**src/core/cwl_pkg.sv**
```systemverilog
// shared constants for the lock sideband, both ends
package cwl_pkg;

	////////////////////////////////////////////////////////////////////////
	// sideband widths
	localparam int NLOCK = 10;
	localparam int REV_W = 4;
	localparam int ECO_W = 36;
	localparam int TS_W = 64;
	localparam int DW = 32;

	// lock vector bit positions
	localparam int LK_SVEC = 0;
	localparam int LK_NSVEC = 1;
	localparam int LK_SPROT = 2;
	localparam int LK_NSPROT = 3;
	localparam int LK_ATTR = 4;
	localparam int LK_TCM = 5;
	localparam int LK_IGATE = 6;
	localparam int LK_DGATE = 7;
	localparam int LK_PBUS = 8;
	localparam int LK_ICACHE = 9;

	////////////////////////////////////////////////////////////////////////
	// device register indices
	localparam int IDX_W = 5;
	localparam logic [4:0] R_SVEC = 5'h00;
	localparam logic [4:0] R_NSVEC = 5'h01;
	localparam logic [4:0] R_APPINT = 5'h02;
	localparam logic [4:0] R_SPROT_FIRST = 5'h03;
	localparam logic [4:0] R_SPROT_LAST = 5'h08;
	localparam logic [4:0] R_NSPROT_FIRST = 5'h09;
	localparam logic [4:0] R_NSPROT_LAST = 5'h0e;
	localparam logic [4:0] R_ATTR_FIRST = 5'h0f;
	localparam logic [4:0] R_ATTR_LAST = 5'h12;
	localparam logic [4:0] R_ITCM = 5'h13;
	localparam logic [4:0] R_DTCM = 5'h14;
	localparam logic [4:0] R_IGATE_CTRL = 5'h15;
	localparam logic [4:0] R_IGATE_TABLE = 5'h16;
	localparam logic [4:0] R_DGATE_CTRL = 5'h17;
	localparam logic [4:0] R_DGATE_TABLE = 5'h18;
	localparam logic [4:0] R_PBUS = 5'h19;
	localparam logic [4:0] R_ICACHE_LOC = 5'h1a;
	localparam logic [4:0] R_ICACHE_READ = 5'h1b;
	localparam logic [4:0] R_REVID = 5'h1c;
	localparam int NSTORE = 27;

	// field masks inside the application interrupt control word and the peripheral bus word
	localparam logic [31:0] APPINT_PRIO = 32'h0000_0002;
	localparam logic [31:0] APPINT_FAULT = 32'h0000_0001;
	localparam logic [31:0] PBUS_ENABLE = 32'h0000_0001;

	////////////////////////////////////////////////////////////////////////
	// system end register byte offsets (ahb-lite)
	localparam logic [7:0] A_LOCK = 8'h00;
	localparam logic [7:0] A_TIEOFF = 8'h04;
	localparam logic [7:0] A_ECO_LO = 8'h08;
	localparam logic [7:0] A_ECO_HI = 8'h0c;
	localparam logic [7:0] A_STATUS = 8'h10;
	localparam logic [7:0] A_TS_CTRL = 8'h14;
	localparam logic [7:0] A_TS_LO = 8'h18;
	localparam logic [7:0] A_TS_HI = 8'h1c;
	localparam int ST_SEEN = 0;
	localparam int ST_ACTIVE = 1;
	localparam int TSC_EN = 0;
	localparam int TSC_RATIO_LSB = 8;
	localparam int RATIO_W = 8;

	// warm reset pulse length in core clock cycles
	localparam logic [4:0] WARM_RESET_CYCLES = 5'h10;
	localparam logic [1:0] HRESP_OKAY = 2'h0;

endpackage

```
**src/core/cwl_if.sv**
```systemverilog
`timescale 1ns/1ns
`default_nettype none
// sideband wires between system control logic and the core
interface cwl_if;
	logic [cwl_pkg::NLOCK-1:0] locks;
	logic [cwl_pkg::REV_W-1:0] revision_tieoff;
	logic [cwl_pkg::ECO_W-1:0] eng_change_revision;
	logic [cwl_pkg::TS_W-1:0] global_timestamp;
	logic timestamp_ratio_change;
	logic functional_reset_request;

	modport device (
		input locks,
		input revision_tieoff,
		input eng_change_revision,
		input global_timestamp,
		input timestamp_ratio_change,
		output functional_reset_request
	);
	modport system (
		output locks,
		output revision_tieoff,
		output eng_change_revision,
		output global_timestamp,
		output timestamp_ratio_change,
		input functional_reset_request
	);
endinterface
`default_nettype wire

```
**src/core/cwl_device_end.sv**
```systemverilog
// Notes on behaviour
// - capture configuration inputs at reset, then hold
// - secure vector lock blocks secure vector writes
// - nonsecure vector lock blocks nonsecure offset writes
// - locks apply live to each write
// - without security extension secure offset inert
// - secure protection lock ignores its register writes
// - secure protection lock inert without extension/regions
// - nonsecure protection lock ignores writes if regions
// - attribution lock ignores writes if extension and regions
// - tight memory lock ignores both control writes
// - instruction gate lock blocks gate writes
// - data gate lock blocks gate writes
// - peripheral bus lock freezes port enable
// - icache lock: location and read registers zero
// - revision tie-off shows in revision register
// - system drives 36-bit change revision fields
// - core requests reset; system applies warm reset
// - system supplies 64-bit synchronous timestamp
// - system flags timestamp ratio change
//
// The AHB-Lite slave port and the address map are this design's own decisions.
`timescale 1ns/1ns
`default_nettype none
module cwl_device_end #(
	parameter bit SECURITY_EXT = 1'b1,
	parameter int SECURE_REGIONS = 8,
	parameter int NONSECURE_REGIONS = 8,
	parameter int ATTRIBUTION_REGIONS = 4
) (
	// clock and reset
	input wire logic hclk,
	input wire logic hresetn,
	// sideband towards system control
	cwl_if.device sb,
	// core register access port
	input wire logic acc_write,
	input wire logic acc_read,
	input wire logic [cwl_pkg::IDX_W-1:0] acc_index,
	input wire logic [cwl_pkg::DW-1:0] acc_wdata,
	output logic [cwl_pkg::DW-1:0] acc_rdata,
	output logic acc_rvalid,
	output logic acc_blocked,
	// cache raw content and reset request from the core
	input wire logic [cwl_pkg::DW-1:0] cache_read_data,
	input wire logic reset_request_in,
	// captured configuration and live controls
	output logic config_valid,
	output logic [cwl_pkg::REV_W-1:0] revision_out,
	output logic [cwl_pkg::ECO_W-1:0] eco_out,
	output logic [cwl_pkg::TS_W-1:0] timestamp_out,
	output logic ratio_changed,
	output logic [cwl_pkg::DW-1:0] secure_vector_base,
	output logic [cwl_pkg::DW-1:0] nonsecure_vector_base,
	output logic peripheral_port_enable
);

	////////////////////////////////////////////////////////////////////////
	// state
	typedef struct packed {
		logic [cwl_pkg::NSTORE-1:0][cwl_pkg::DW-1:0] regs;
		logic [cwl_pkg::DW-1:0] rdata;
		logic rvalid;
		logic blocked;
		logic captured;
		logic [cwl_pkg::REV_W-1:0] rev;
		logic [cwl_pkg::ECO_W-1:0] eco;
		logic [cwl_pkg::TS_W-1:0] ts;
		logic ratio;
		logic rstreq;
	} cwl_dev_s;

	cwl_dev_s s;
	cwl_dev_s next_s;

	// lock qualifiers that depend on the build options
	// a region count of zero leaves the matching lock without effect
	localparam bit SPROT_ACTIVE = SECURITY_EXT && (SECURE_REGIONS > 0);
	localparam bit NSPROT_ACTIVE = NONSECURE_REGIONS > 0;
	localparam bit ATTR_ACTIVE = SECURITY_EXT && (ATTRIBUTION_REGIONS > 0);

	////////////////////////////////////////////////////////////////////////
	// helpers
	function automatic logic in_range(input logic [4:0] idx, input logic [4:0] lo,
		input logic [4:0] hi);
		in_range = (idx >= lo) && (idx <= hi);
	endfunction

	// true when a whole-word write to idx must be dropped under the live locks
	function automatic logic write_locked(input logic [4:0] idx,
		input logic [cwl_pkg::NLOCK-1:0] lk);
		logic r;
		r = 1'b0;
		if (idx == cwl_pkg::R_NSVEC)
			r = lk[cwl_pkg::LK_NSVEC];
		if (in_range(idx, cwl_pkg::R_SPROT_FIRST, cwl_pkg::R_SPROT_LAST))
			r = lk[cwl_pkg::LK_SPROT] && SPROT_ACTIVE;
		if (in_range(idx, cwl_pkg::R_NSPROT_FIRST, cwl_pkg::R_NSPROT_LAST))
			r = lk[cwl_pkg::LK_NSPROT] && NSPROT_ACTIVE;
		if (in_range(idx, cwl_pkg::R_ATTR_FIRST, cwl_pkg::R_ATTR_LAST))
			r = lk[cwl_pkg::LK_ATTR] && ATTR_ACTIVE;
		if ((idx == cwl_pkg::R_ITCM) || (idx == cwl_pkg::R_DTCM))
			r = lk[cwl_pkg::LK_TCM];
		if ((idx == cwl_pkg::R_IGATE_CTRL) || (idx == cwl_pkg::R_IGATE_TABLE))
			r = lk[cwl_pkg::LK_IGATE];
		if ((idx == cwl_pkg::R_DGATE_CTRL) || (idx == cwl_pkg::R_DGATE_TABLE))
			r = lk[cwl_pkg::LK_DGATE];
		if (idx == cwl_pkg::R_PBUS)
			r = lk[cwl_pkg::LK_PBUS];
		if (idx == cwl_pkg::R_ICACHE_LOC)
			r = lk[cwl_pkg::LK_ICACHE];
		write_locked = r;
	endfunction

	////////////////////////////////////////////////////////////////////////
	// next state
	always_comb begin
		logic [cwl_pkg::DW-1:0] wmask;
		logic svlock;
		wmask = '1;
		// the secure vector lock is inert without the security extension
		svlock = sb.locks[cwl_pkg::LK_SVEC] && SECURITY_EXT;
		next_s = s;
		next_s.rvalid = 1'b0;
		next_s.blocked = 1'b0;
		// timestamp and ratio flag are synchronous to hclk, registered once
		next_s.ts = sb.global_timestamp;
		next_s.ratio = sb.timestamp_ratio_change;
		next_s.rstreq = reset_request_in;
		// first edge after reset release samples the tie-offs once
		if (!s.captured) begin
			next_s.captured = 1'b1;
			next_s.rev = sb.revision_tieoff;
			next_s.eco = sb.eng_change_revision;
		end
		// writes, checked against the lock level of this very cycle
		if (acc_write) begin
			if (acc_index == cwl_pkg::R_APPINT) begin
				// only the priority and fault target bits are guarded, the rest lands
				if (svlock) begin
					wmask = ~(cwl_pkg::APPINT_PRIO | cwl_pkg::APPINT_FAULT);
					next_s.blocked = 1'b1;
				end
				next_s.regs[acc_index] = (s.regs[acc_index] & ~wmask) | (acc_wdata & wmask);
			end else if (acc_index == cwl_pkg::R_SVEC) begin
				if (!SECURITY_EXT) begin
					next_s.regs[acc_index] = s.regs[acc_index];
				end else if (svlock) begin
					next_s.blocked = 1'b1;
				end else begin
					next_s.regs[acc_index] = acc_wdata;
				end
			end else if (acc_index < cwl_pkg::IDX_W'(cwl_pkg::NSTORE)) begin
				if (write_locked(acc_index, sb.locks))
					next_s.blocked = 1'b1;
				else
					next_s.regs[acc_index] = acc_wdata;
			end
		end
		// reads outside the cache words return stored content regardless of locks
		// cache direct-access words read as zero while their lock is high
		if (acc_read) begin
			next_s.rvalid = 1'b1;
			next_s.rdata = '0;
			if (acc_index == cwl_pkg::R_REVID)
				next_s.rdata = {{(cwl_pkg::DW-cwl_pkg::REV_W){1'b0}}, s.rev};
			else if (acc_index == cwl_pkg::R_ICACHE_READ)
				next_s.rdata = sb.locks[cwl_pkg::LK_ICACHE] ? '0 : cache_read_data;
			else if (acc_index == cwl_pkg::R_ICACHE_LOC)
				next_s.rdata = sb.locks[cwl_pkg::LK_ICACHE] ? '0 : s.regs[acc_index];
			else if (acc_index == cwl_pkg::R_SVEC)
				next_s.rdata = SECURITY_EXT ? s.regs[acc_index] : '0;
			else if (acc_index < cwl_pkg::IDX_W'(cwl_pkg::NSTORE))
				next_s.rdata = s.regs[acc_index];
		end
	end

	////////////////////////////////////////////////////////////////////////
	// state register
	// cold or warm reset clears every stored word and rearms the capture
	always_ff @(posedge hclk or negedge hresetn) begin
		if (!hresetn)
			s <= '0;
		else
			s <= next_s;
	end

	////////////////////////////////////////////////////////////////////////
	// outputs
	// the secure base reads as zero when the extension is absent
	assign acc_rdata = s.rdata;
	assign acc_rvalid = s.rvalid;
	assign acc_blocked = s.blocked;
	assign config_valid = s.captured;
	assign revision_out = s.rev;
	assign eco_out = s.eco;
	assign timestamp_out = s.ts;
	assign ratio_changed = s.ratio;
	assign sb.functional_reset_request = s.rstreq;
	assign secure_vector_base = SECURITY_EXT ? s.regs[cwl_pkg::R_SVEC] : '0;
	assign nonsecure_vector_base = s.regs[cwl_pkg::R_NSVEC];
	assign peripheral_port_enable = |(s.regs[cwl_pkg::R_PBUS] & cwl_pkg::PBUS_ENABLE);

endmodule
`default_nettype wire

```
**src/flat_wrapper.sv**
```systemverilog
// flat-port wrapper written by rule: the top's interface ports become plain ports
module cwl_device_end_flat 
#(
	parameter bit SECURITY_EXT = 1'b1,
	parameter int SECURE_REGIONS = 8,
	parameter int NONSECURE_REGIONS = 8,
	parameter int ATTRIBUTION_REGIONS = 4
)
  (hclk, hresetn, acc_write, acc_read, acc_index, acc_wdata, acc_rdata, acc_rvalid, acc_blocked, cache_read_data, reset_request_in, config_valid, revision_out, eco_out, timestamp_out, ratio_changed, secure_vector_base, nonsecure_vector_base, peripheral_port_enable, sb_locks, sb_revision_tieoff, sb_eng_change_revision, sb_global_timestamp, sb_timestamp_ratio_change, sb_functional_reset_request);
  cwl_if sb_i ();
  input wire logic hclk;
  input wire logic hresetn;
  input wire logic acc_write;
  input wire logic acc_read;
  input wire logic [cwl_pkg::IDX_W-1:0] acc_index;
  input wire logic [cwl_pkg::DW-1:0] acc_wdata;
  output logic [cwl_pkg::DW-1:0] acc_rdata;
  output logic acc_rvalid;
  output logic acc_blocked;
  input wire logic [cwl_pkg::DW-1:0] cache_read_data;
  input wire logic reset_request_in;
  output logic config_valid;
  output logic [cwl_pkg::REV_W-1:0] revision_out;
  output logic [cwl_pkg::ECO_W-1:0] eco_out;
  output logic [cwl_pkg::TS_W-1:0] timestamp_out;
  output logic ratio_changed;
  output logic [cwl_pkg::DW-1:0] secure_vector_base;
  output logic [cwl_pkg::DW-1:0] nonsecure_vector_base;
  output logic peripheral_port_enable;
  input wire logic [$bits(sb_i.locks)-1:0] sb_locks;
  input wire logic [$bits(sb_i.revision_tieoff)-1:0] sb_revision_tieoff;
  input wire logic [$bits(sb_i.eng_change_revision)-1:0] sb_eng_change_revision;
  input wire logic [$bits(sb_i.global_timestamp)-1:0] sb_global_timestamp;
  input wire logic [$bits(sb_i.timestamp_ratio_change)-1:0] sb_timestamp_ratio_change;
  output wire logic [$bits(sb_i.functional_reset_request)-1:0] sb_functional_reset_request;
  assign sb_i.locks = sb_locks;
  assign sb_i.revision_tieoff = sb_revision_tieoff;
  assign sb_i.eng_change_revision = sb_eng_change_revision;
  assign sb_i.global_timestamp = sb_global_timestamp;
  assign sb_i.timestamp_ratio_change = sb_timestamp_ratio_change;
  assign sb_functional_reset_request = sb_i.functional_reset_request;
  cwl_device_end #(.SECURITY_EXT(SECURITY_EXT), .SECURE_REGIONS(SECURE_REGIONS), .NONSECURE_REGIONS(NONSECURE_REGIONS), .ATTRIBUTION_REGIONS(ATTRIBUTION_REGIONS)) u_core (.hclk(hclk), .hresetn(hresetn), .sb(sb_i), .acc_write(acc_write), .acc_read(acc_read), .acc_index(acc_index), .acc_wdata(acc_wdata), .acc_rdata(acc_rdata), .acc_rvalid(acc_rvalid), .acc_blocked(acc_blocked), .cache_read_data(cache_read_data), .reset_request_in(reset_request_in), .config_valid(config_valid), .revision_out(revision_out), .eco_out(eco_out), .timestamp_out(timestamp_out), .ratio_changed(ratio_changed), .secure_vector_base(secure_vector_base), .nonsecure_vector_base(nonsecure_vector_base), .peripheral_port_enable(peripheral_port_enable));
endmodule
```
**config.mk**
```make
export PLATFORM = sky130hd
export DESIGN_NAME = cwl_device_end_flat
export DESIGN_NICKNAME = d
export VERILOG_FILES = /design/src/core/cwl_pkg.sv /design/src/core/cwl_if.sv /design/src/core/cwl_device_end.sv /design/src/flat_wrapper.sv
export SDC_FILE = /design/constraint.sdc
export NUM_CORES = 1
export LEC_CHECK = 0
export ABC_AREA = 0
export BUFFER_PORTS_ARGS = -buffer_cell sky130_fd_sc_hd__buf_2
export CORE_MARGIN = 1.5
export CORE_UTILIZATION = 60
export DETAILED_ROUTE_END_ITERATION = 16
export HOLD_SLACK_MARGIN = 0.06
export PLACE_DENSITY = 0.77
export SLEW_MARGIN = 5
export SYNTH_ARGS = -nofsm -noshare
export SYNTH_HDL_FRONTEND = slang
export SYNTH_SLANG_ARGS = --single-unit
```
**constraint.sdc**
```tcl
create_clock -name hclk -period 3.2 [get_ports hclk]
set_input_delay 0.16 -clock hclk [delete_from_list [all_inputs] [get_ports hclk]]
set_output_delay 0.16 -clock hclk [all_outputs]
set_load 0.02 [all_outputs]
```
==> flow_summary_export.csv, run 1 <==
group,metric,value,unit
sta,maxSlewHeadroom,25.1,%
layout,multi_input_area,0.0180,mm^2
layout,area_delta_synth_final,14.6,%
sta,setup_ws,0.574,ns
pwr,p_leak,25.2,nW
global_routing,grtUsageTotal,33.6,%
global_routing,grt_pass1_vias,30713,
routing,wl_met1,49.8,mm
synth,synth-simple-area-share,2.13,%
sta,rsz0062_at_grt,"false",
placed_design,dp.final_hpwl,80.1,mm
sta,tns,0,ns
floorplan,core_area,0.0758,mm^2
layout,final_nets,3605,
synth,yosysTopAreaCellShare,54.7,%
critical_path,crit_type,"flop to flop",
clock_network,cts-buffers-inserted,101,
floorplan,io_pins,395,
clock_network,worstSkewPairLatency,0.66,ns
floorplan,rows,101,
clock_network,path_clk_slew,0.06,ns
global_routing,grt_max_degree,114,
layout,n_fill_cell,4990,
floorplan,start_util,60.6,%
synth,ys.flop_type,"dfrtp_1",
critical_path,arrival,3.15,ns
critical_path,critPathCaptureType,"flop",
global_routing,grt_pass1_wl,194,mm
outcome,status,"completed",
synth,synthAdderAreaFrac,0,%
clock_network,clk_path_buf_depth,3,
layout,diodes,0,
synth,yosysSeqAreaShare,54.7,%
critical_path,r2r_slack,0.57,ns
clock_network,clkSinkCount,1005,
critical_path,crit_family,"compound AO/OA/AOI/OAI gates",
routing,wl_met3,12.2,mm
synth,syn_area_per_cell,14.8,um^2
synth,ys_seq_elements,1005,
clock_network,cts-resized-gates,0,
sta,setup_viol,0,
layout,layout.cells.non_filler,4474,
sta,hold_violations,0,
critical_path,crit_slowest_cell,"a221oi_1",
layout,drive_gt1_share,49.7,%
global_routing,antenna_found_initial,6,
routing,highest_layer,"met5",
sta,max_freq,381,MHz
routing,drt-total-wl,129,mm
placed_design,gp_congestion,0.882,
routing,vias,28732,
critical_path,cp.depth,6,
pwr,irDropWorstVdd,0.000450,V
critical_path,cp_max_fo,3,
job,drv_cap,0,
synth,syn_inst,3095,
worst_hold_path,min_path_type,"input pin to async pin",
critical_path,crit_required,3.72,ns
routing,viasPerCell,6.42,
synth,synth_xor_area_share,0,%
clock_network,cts_root_buf,"clkbuf_16",
routing,drcViolationCount,0,
synth,netlist_area,0.0459,mm^2
floorplan,die_w,280,um
synth,synth.area.mux_share,33.4,%
synth,synthTopCellsByArea,"dfrtp_1 (55%), mux2_2 (20%), mux4_2 (9.3%)",
clock_network,post_cts.repair.setup_buffers,0,
floorplan,die_height,280,um
critical_path,rr_worst_depth,6,
critical_path,critical-path-max-stage-delay,0.57,ns
placed_design,dpl-instance-area,0.0479,mm^2
layout,final_util,69.4,%
sta,period_needed,2.63,ns
synth,synthDistinctLibCells,60,
sta,clock_skew,0.0247,ns
critical_path,start_kind,"flop",
routing,met2_wirelength,61.8,mm
placed_design,port_buffers,394,
clock_network,h-tree-depth,3,
synth,synth_compound_area_share,3.50,%
synth,yosys_warnings,0,
critical_path,cp_num_buf_inv,0,
layout,final_cell_area,0.0527,mm^2
layout,area.sequential,0.0252,mm^2
placed_design,placed_cells,4147,
routing,postRouteAntennaNets,0,
clock_network,cts_tree,"built",
synth,synth_nets,3284,
synth,synth_edf_count,0,
routing,wl_per_cell,28.9,um
critical_path,cp_cell_sequence,"mux4_2 -> a22o_1 -> a221o_1 -> a221oi_1 -> a21oi_1 -> mux2_2",
sta,tightest_slew,1.12,ns
floorplan,dieArea,0.0782,mm^2
routing,drt_first_pass_iters,6,
sta,period_share,82.1,%
placed_design,place_worst_setup_slack,0.0961,ns
global_routing,grt.overflow.total,0,
synth,yosys.area.top_type,"dfrtp_1",
synth,synth_top_family_by_area,"multiplexers",
synth,synthArstFlopShare,100,%
sta,slew_viol_final,0,
pwr,powerDensity,629,mW/mm^2
routing,drt-initial-drc-count,2718,
final cells by class:
cell class | count | area share, %
clock buffer | 152 | 5.75
clock inverter | 31 | 0.558
inverter | 10 | 0.0713
multi-input combinational | 1618 | 34.2
sequential | 1005 | 47.8
tap | 978 | 2.32
timing repair buffer | 680 | 9.32
cells by family (layout without fill, tap and decap cells):
logic type	after synthesis	count (layout)
compound gates	249	249
simple gates	189	189
other cells	1	1
buf+inv	472	873
mux	1179	1179
flops	1005	1005
Yosys cell counts (all sizes together) (4+ instances only):
| cell type | count |
|---|---|
| nand4 | 17 |
| nor2 | 66 |
| a221o | 9 |
| nor2b | 6 |
| a211o | 6 |
| o22ai | 20 |
| a22oi | 20 |
| a211oi | 11 |
| nand2 | 51 |
| nor3 | 8 |
| buf | 354 |
| o211ai | 8 |
| nand3 | 19 |
| dfrtp | 1005 |
| mux2i | 73 |
| a222oi | 4 |
| and4 | 6 |
| o221ai | 4 |
| a32o | 6 |
| o21ai | 56 |
| mux2 | 914 |
| mux4 | 192 |
| inv | 10 |
| clkbuf | 108 |
| a221oi | 7 |
| o21a | 4 |
| a21oi | 75 |
| nand2b | 5 |
cell usage in the layout, fill, tap and decap left out, drive strengths merged, types with 6 or more instances in the layout:
cell	Yosys	layout
a21oi	75	75
nor2	66	66
mux4	192	192
nand4	17	17
dfrtp	1005	1005
a32o	6	6
o211ai	8	8
a221oi	7	7
mux2i	73	73
nor2b	6	6
nand3	19	19
inv	10	12
nor3	8	8
dlygate4sd3	0	144
clkinv	0	23
nand2	51	51
a211oi	11	11
and4	6	6
a221o	9	9
a211o	6	6
mux2	914	914
buf	354	536
a22oi	20	20
o21ai	56	56
o22ai	20	20
clkbuf	108	152
timing repair:
action                                 4_1_cts  5_1_grt
hold buffers                               144        0
endpoints found under the hold margin      226        0
setup endpoints to repair                    0        0
worst register-to-register path, cell delays in order (launching register included):
cell	delay, ns
dfrtp_1	0.50
mux4_2	0.51
a22o_1	0.21
a221o_1	0.29
a221oi_1	0.57
a21oi_1	0.15
mux2_2	0.28
stage by stage:
| step | hold WS (ns) | total power [mW] |
|---|---|---|
| after global routing | 0.109 | 34.3 |
| after detailed placement | 0.215 | 21.3 |
| after CTS | 0.0682 | 33.2 |
| final | 0.0750 | 33.1 |
| after floorplan | -0.136 | 19.7 |
| after global placement | 0.196 | 20.8 |
power by group:
group	switching, mW	internal, mW
sequential	1.16	14.8
clock	4.93	6.91
combinational	2.47	2.90
total	8.56	24.6
layer usage:
layer	GRT usage (%)	up-vias
met2	53.1	1321
met3	9.59	321
li1	-	11791
met1	43.8	15295
met5	0	-
met4	14.1	4
worst paths after layout:
kind,end,startpoint
worst max register to register,u_core.s[205]$_DFFE_PN0P_,u_core.nonsecure_vector_base[0]$_DFFE_PN0P_
worst min register to register,flop,flop
max in group asynchronous,async pin,hresetn
worst min-delay path,u_core.timestamp_out[14]$_DFF_PN0_,hresetn
min in group hclk,flop,acc_wdata[4]
worst max-delay path,u_core.s[205]$_DFFE_PN0P_,u_core.nonsecure_vector_base[0]$_DFFE_PN0P_
(Power assumes the default switching activity.)
==> inputs of run 2 (changes only) <==
- clock period: 3.2 -> 2.8 ns (I/O delays scaled with it)
==> flow_summary_export.csv, run 2 (synthesis results as in run 1) <==
group,metric,value,unit
sta,whs,0.0937,ns
placed_design,place_worst_setup_slack,-0.0873,ns
sta,clock_skew,0.0140,ns
clock_network,cts_root_buf,"clkbuf_16",
critical_path,start_kind,"flop",
floorplan,rows,101,
sta,slew_viol_final,0,
pwr,p_clk_share,36.4,%
critical_path,arrival,3.05,ns
clock_network,cts-buffers-inserted,102,
layout,final_cell_area,0.0535,mm^2
sta,period_share,89.8,%
clock_network,worstSkewPairLatency,0.66,ns
global_routing,grt_max_degree,82,
job,drv_cap,0,
sta,period_needed,2.51,ns
layout,area_delta_synth_final,16.5,%
critical_path,crit_type,"flop to flop",
pwr,pwr-share-seq,47.3,%
routing,vias,29031,
placed_design,gp_congestion,0.886,
placed_design,dpl-instance-area,0.0486,mm^2
clock_network,cts_tree,"built",
clock_network,clkSinkCount,1005,
clock_network,post_cts.repair.setup_buffers,0,
layout,multi_input_area,0.0180,mm^2
sta,hold_violations,0,
sta,setup_ws,0.287,ns
global_routing,grt_pass1_vias,31322,
global_routing,antenna_found_initial,6,
floorplan,die_height,280,um
layout,layout.cells.non_filler,4540,
clock_network,h-tree-depth,3,
floorplan,start_util,60.6,%
pwr,p_sw,9.85,mW
clock_network,clk_path_buf_depth,3,
sta,tns,0,ns
routing,drt_first_pass_iters,5,
routing,viasPerCell,6.39,
global_routing,grt.overflow.total,0,
critical_path,cp_max_fo,3,
routing,drcViolationCount,0,
layout,n_fill_cell,4972,
pwr,powerDensity,718,mW/mm^2
sta,maxSlewHeadroom,13.1,%
worst_hold_path,min_path_type,"input pin to flop",
layout,final_cell_mix,"dfrtp_1 (1004), mux2_2 (816), buf_2 (391)",
pwr,switching_share,25.6,%
layout,mostFrequentLayoutCell,"dfrtp_1",
routing,drt-total-wl,131,mm
layout,final_nets,3669,
sta,tightest_slew,1.30,ns
pwr,p_int,28.6,mW
floorplan,core_area,0.0758,mm^2
routing,postRouteAntennaNets,0,
layout,area.sequential,0.0252,mm^2
critical_path,crit_required,3.34,ns
floorplan,io_pins,395,
sta,rsz0062_at_grt,"false",
pwr,p_leak,25.6,nW
placed_design,port_buffers,394,
placed_design,placed_cells,4204,
clock_network,path_clk_slew,0.06,ns
sta,max_freq,398,MHz
placed_design,dp.final_hpwl,82.8,mm
outcome,status,"completed",
routing,drt-initial-drc-count,2315,
floorplan,die_w,280,um
critical_path,critPathCaptureType,"flop",
pwr,comb_power_share,16.3,%
sta,setup_viol,0,
layout,drive_gt1_share,50.2,%
pwr,irDropWorstVdd,0.000537,V
routing,wl_per_cell,28.8,um
global_routing,grtUsageTotal,34.1,%
global_routing,grt_pass1_wl,198,mm
floorplan,dieArea,0.0782,mm^2
run 2: worst paths after layout:
check | from | endpoint | slack [ns] | depth (start not counted)
worst max-delay path | u_core.nonsecure_vector_base[0]$_DFFE_PN0P_ | u_core.s[205]$_DFFE_PN0P_ | 0.29 | 7
worst min-delay path | acc_wdata[10] | flop | 0.09 | 2
worst max register to register | u_core.nonsecure_vector_base[0]$_DFFE_PN0P_ | u_core.s[205]$_DFFE_PN0P_ | 0.29 | 7
worst min register to register | flop | flop | 0.49 | 1
max in group asynchronous | hresetn | u_core.timestamp_out[62]$_DFF_PN0_ | 1.13 | 4
min in group asynchronous | hresetn | async pin | 0.59 | 3
run 2: layer usage:
layer	wire length, um	global-route usage [%]	vias up
li1	-	-	11920
met5	39	0	-
met4	5700	14.7	6
met3	11300	8.81	316
met2	62700	53.9	1241
met1	50800	45.0	15548
run 2: area by class of cell:
class | count | share of cell area [%]
flip-flops and latches | 1005 | 47.0
multi-input cells | 1618 | 33.7
repair buffers | 743 | 10.5
clock buffers | 157 | 5.72
well taps | 978 | 2.29
clock inverters | 28 | 0.741
inverters | 10 | 0.0701
diodes | 1 | 0.00467
run 2: critical path: stages (launching register included):
cell and delay [ns]:
dfrtp_1 0.47, mux4_2 0.50, a22o_1 0.20, a221o_1 0.30, a221oi_2 0.39, buf_4 0.19
a21oi_1 0.06, mux2_2 0.28
run 2: timing repair:
item,4_1_cts,5_1_grt
setup endpoints to repair,0,1
gates resized for setup,0,1
endpoints found under the hold margin,597,0
hold buffers,150,0
run 2: per-stage QoR:
step	utilization [%]	total power, mW
after floorplan	-	22.5
after global placement	64.1	23.9
after detailed placement	64.1	24.4
after CTS	70.6	38.6
after global routing	70.6	39.9
final	70.6	38.5
run 2: power groups by stage:
stage          Clock (mW)  Combinational (mW)  Sequential, mW
5_1_grt              14.8                6.70            18.4
3_5_place_dp            0                6.06            18.4
6_report             14.0                6.26            18.2
2_1_floorplan           0                4.62            17.9
4_1_cts              14.2                6.26            18.1
3_3_place_gp            0                5.79            18.1
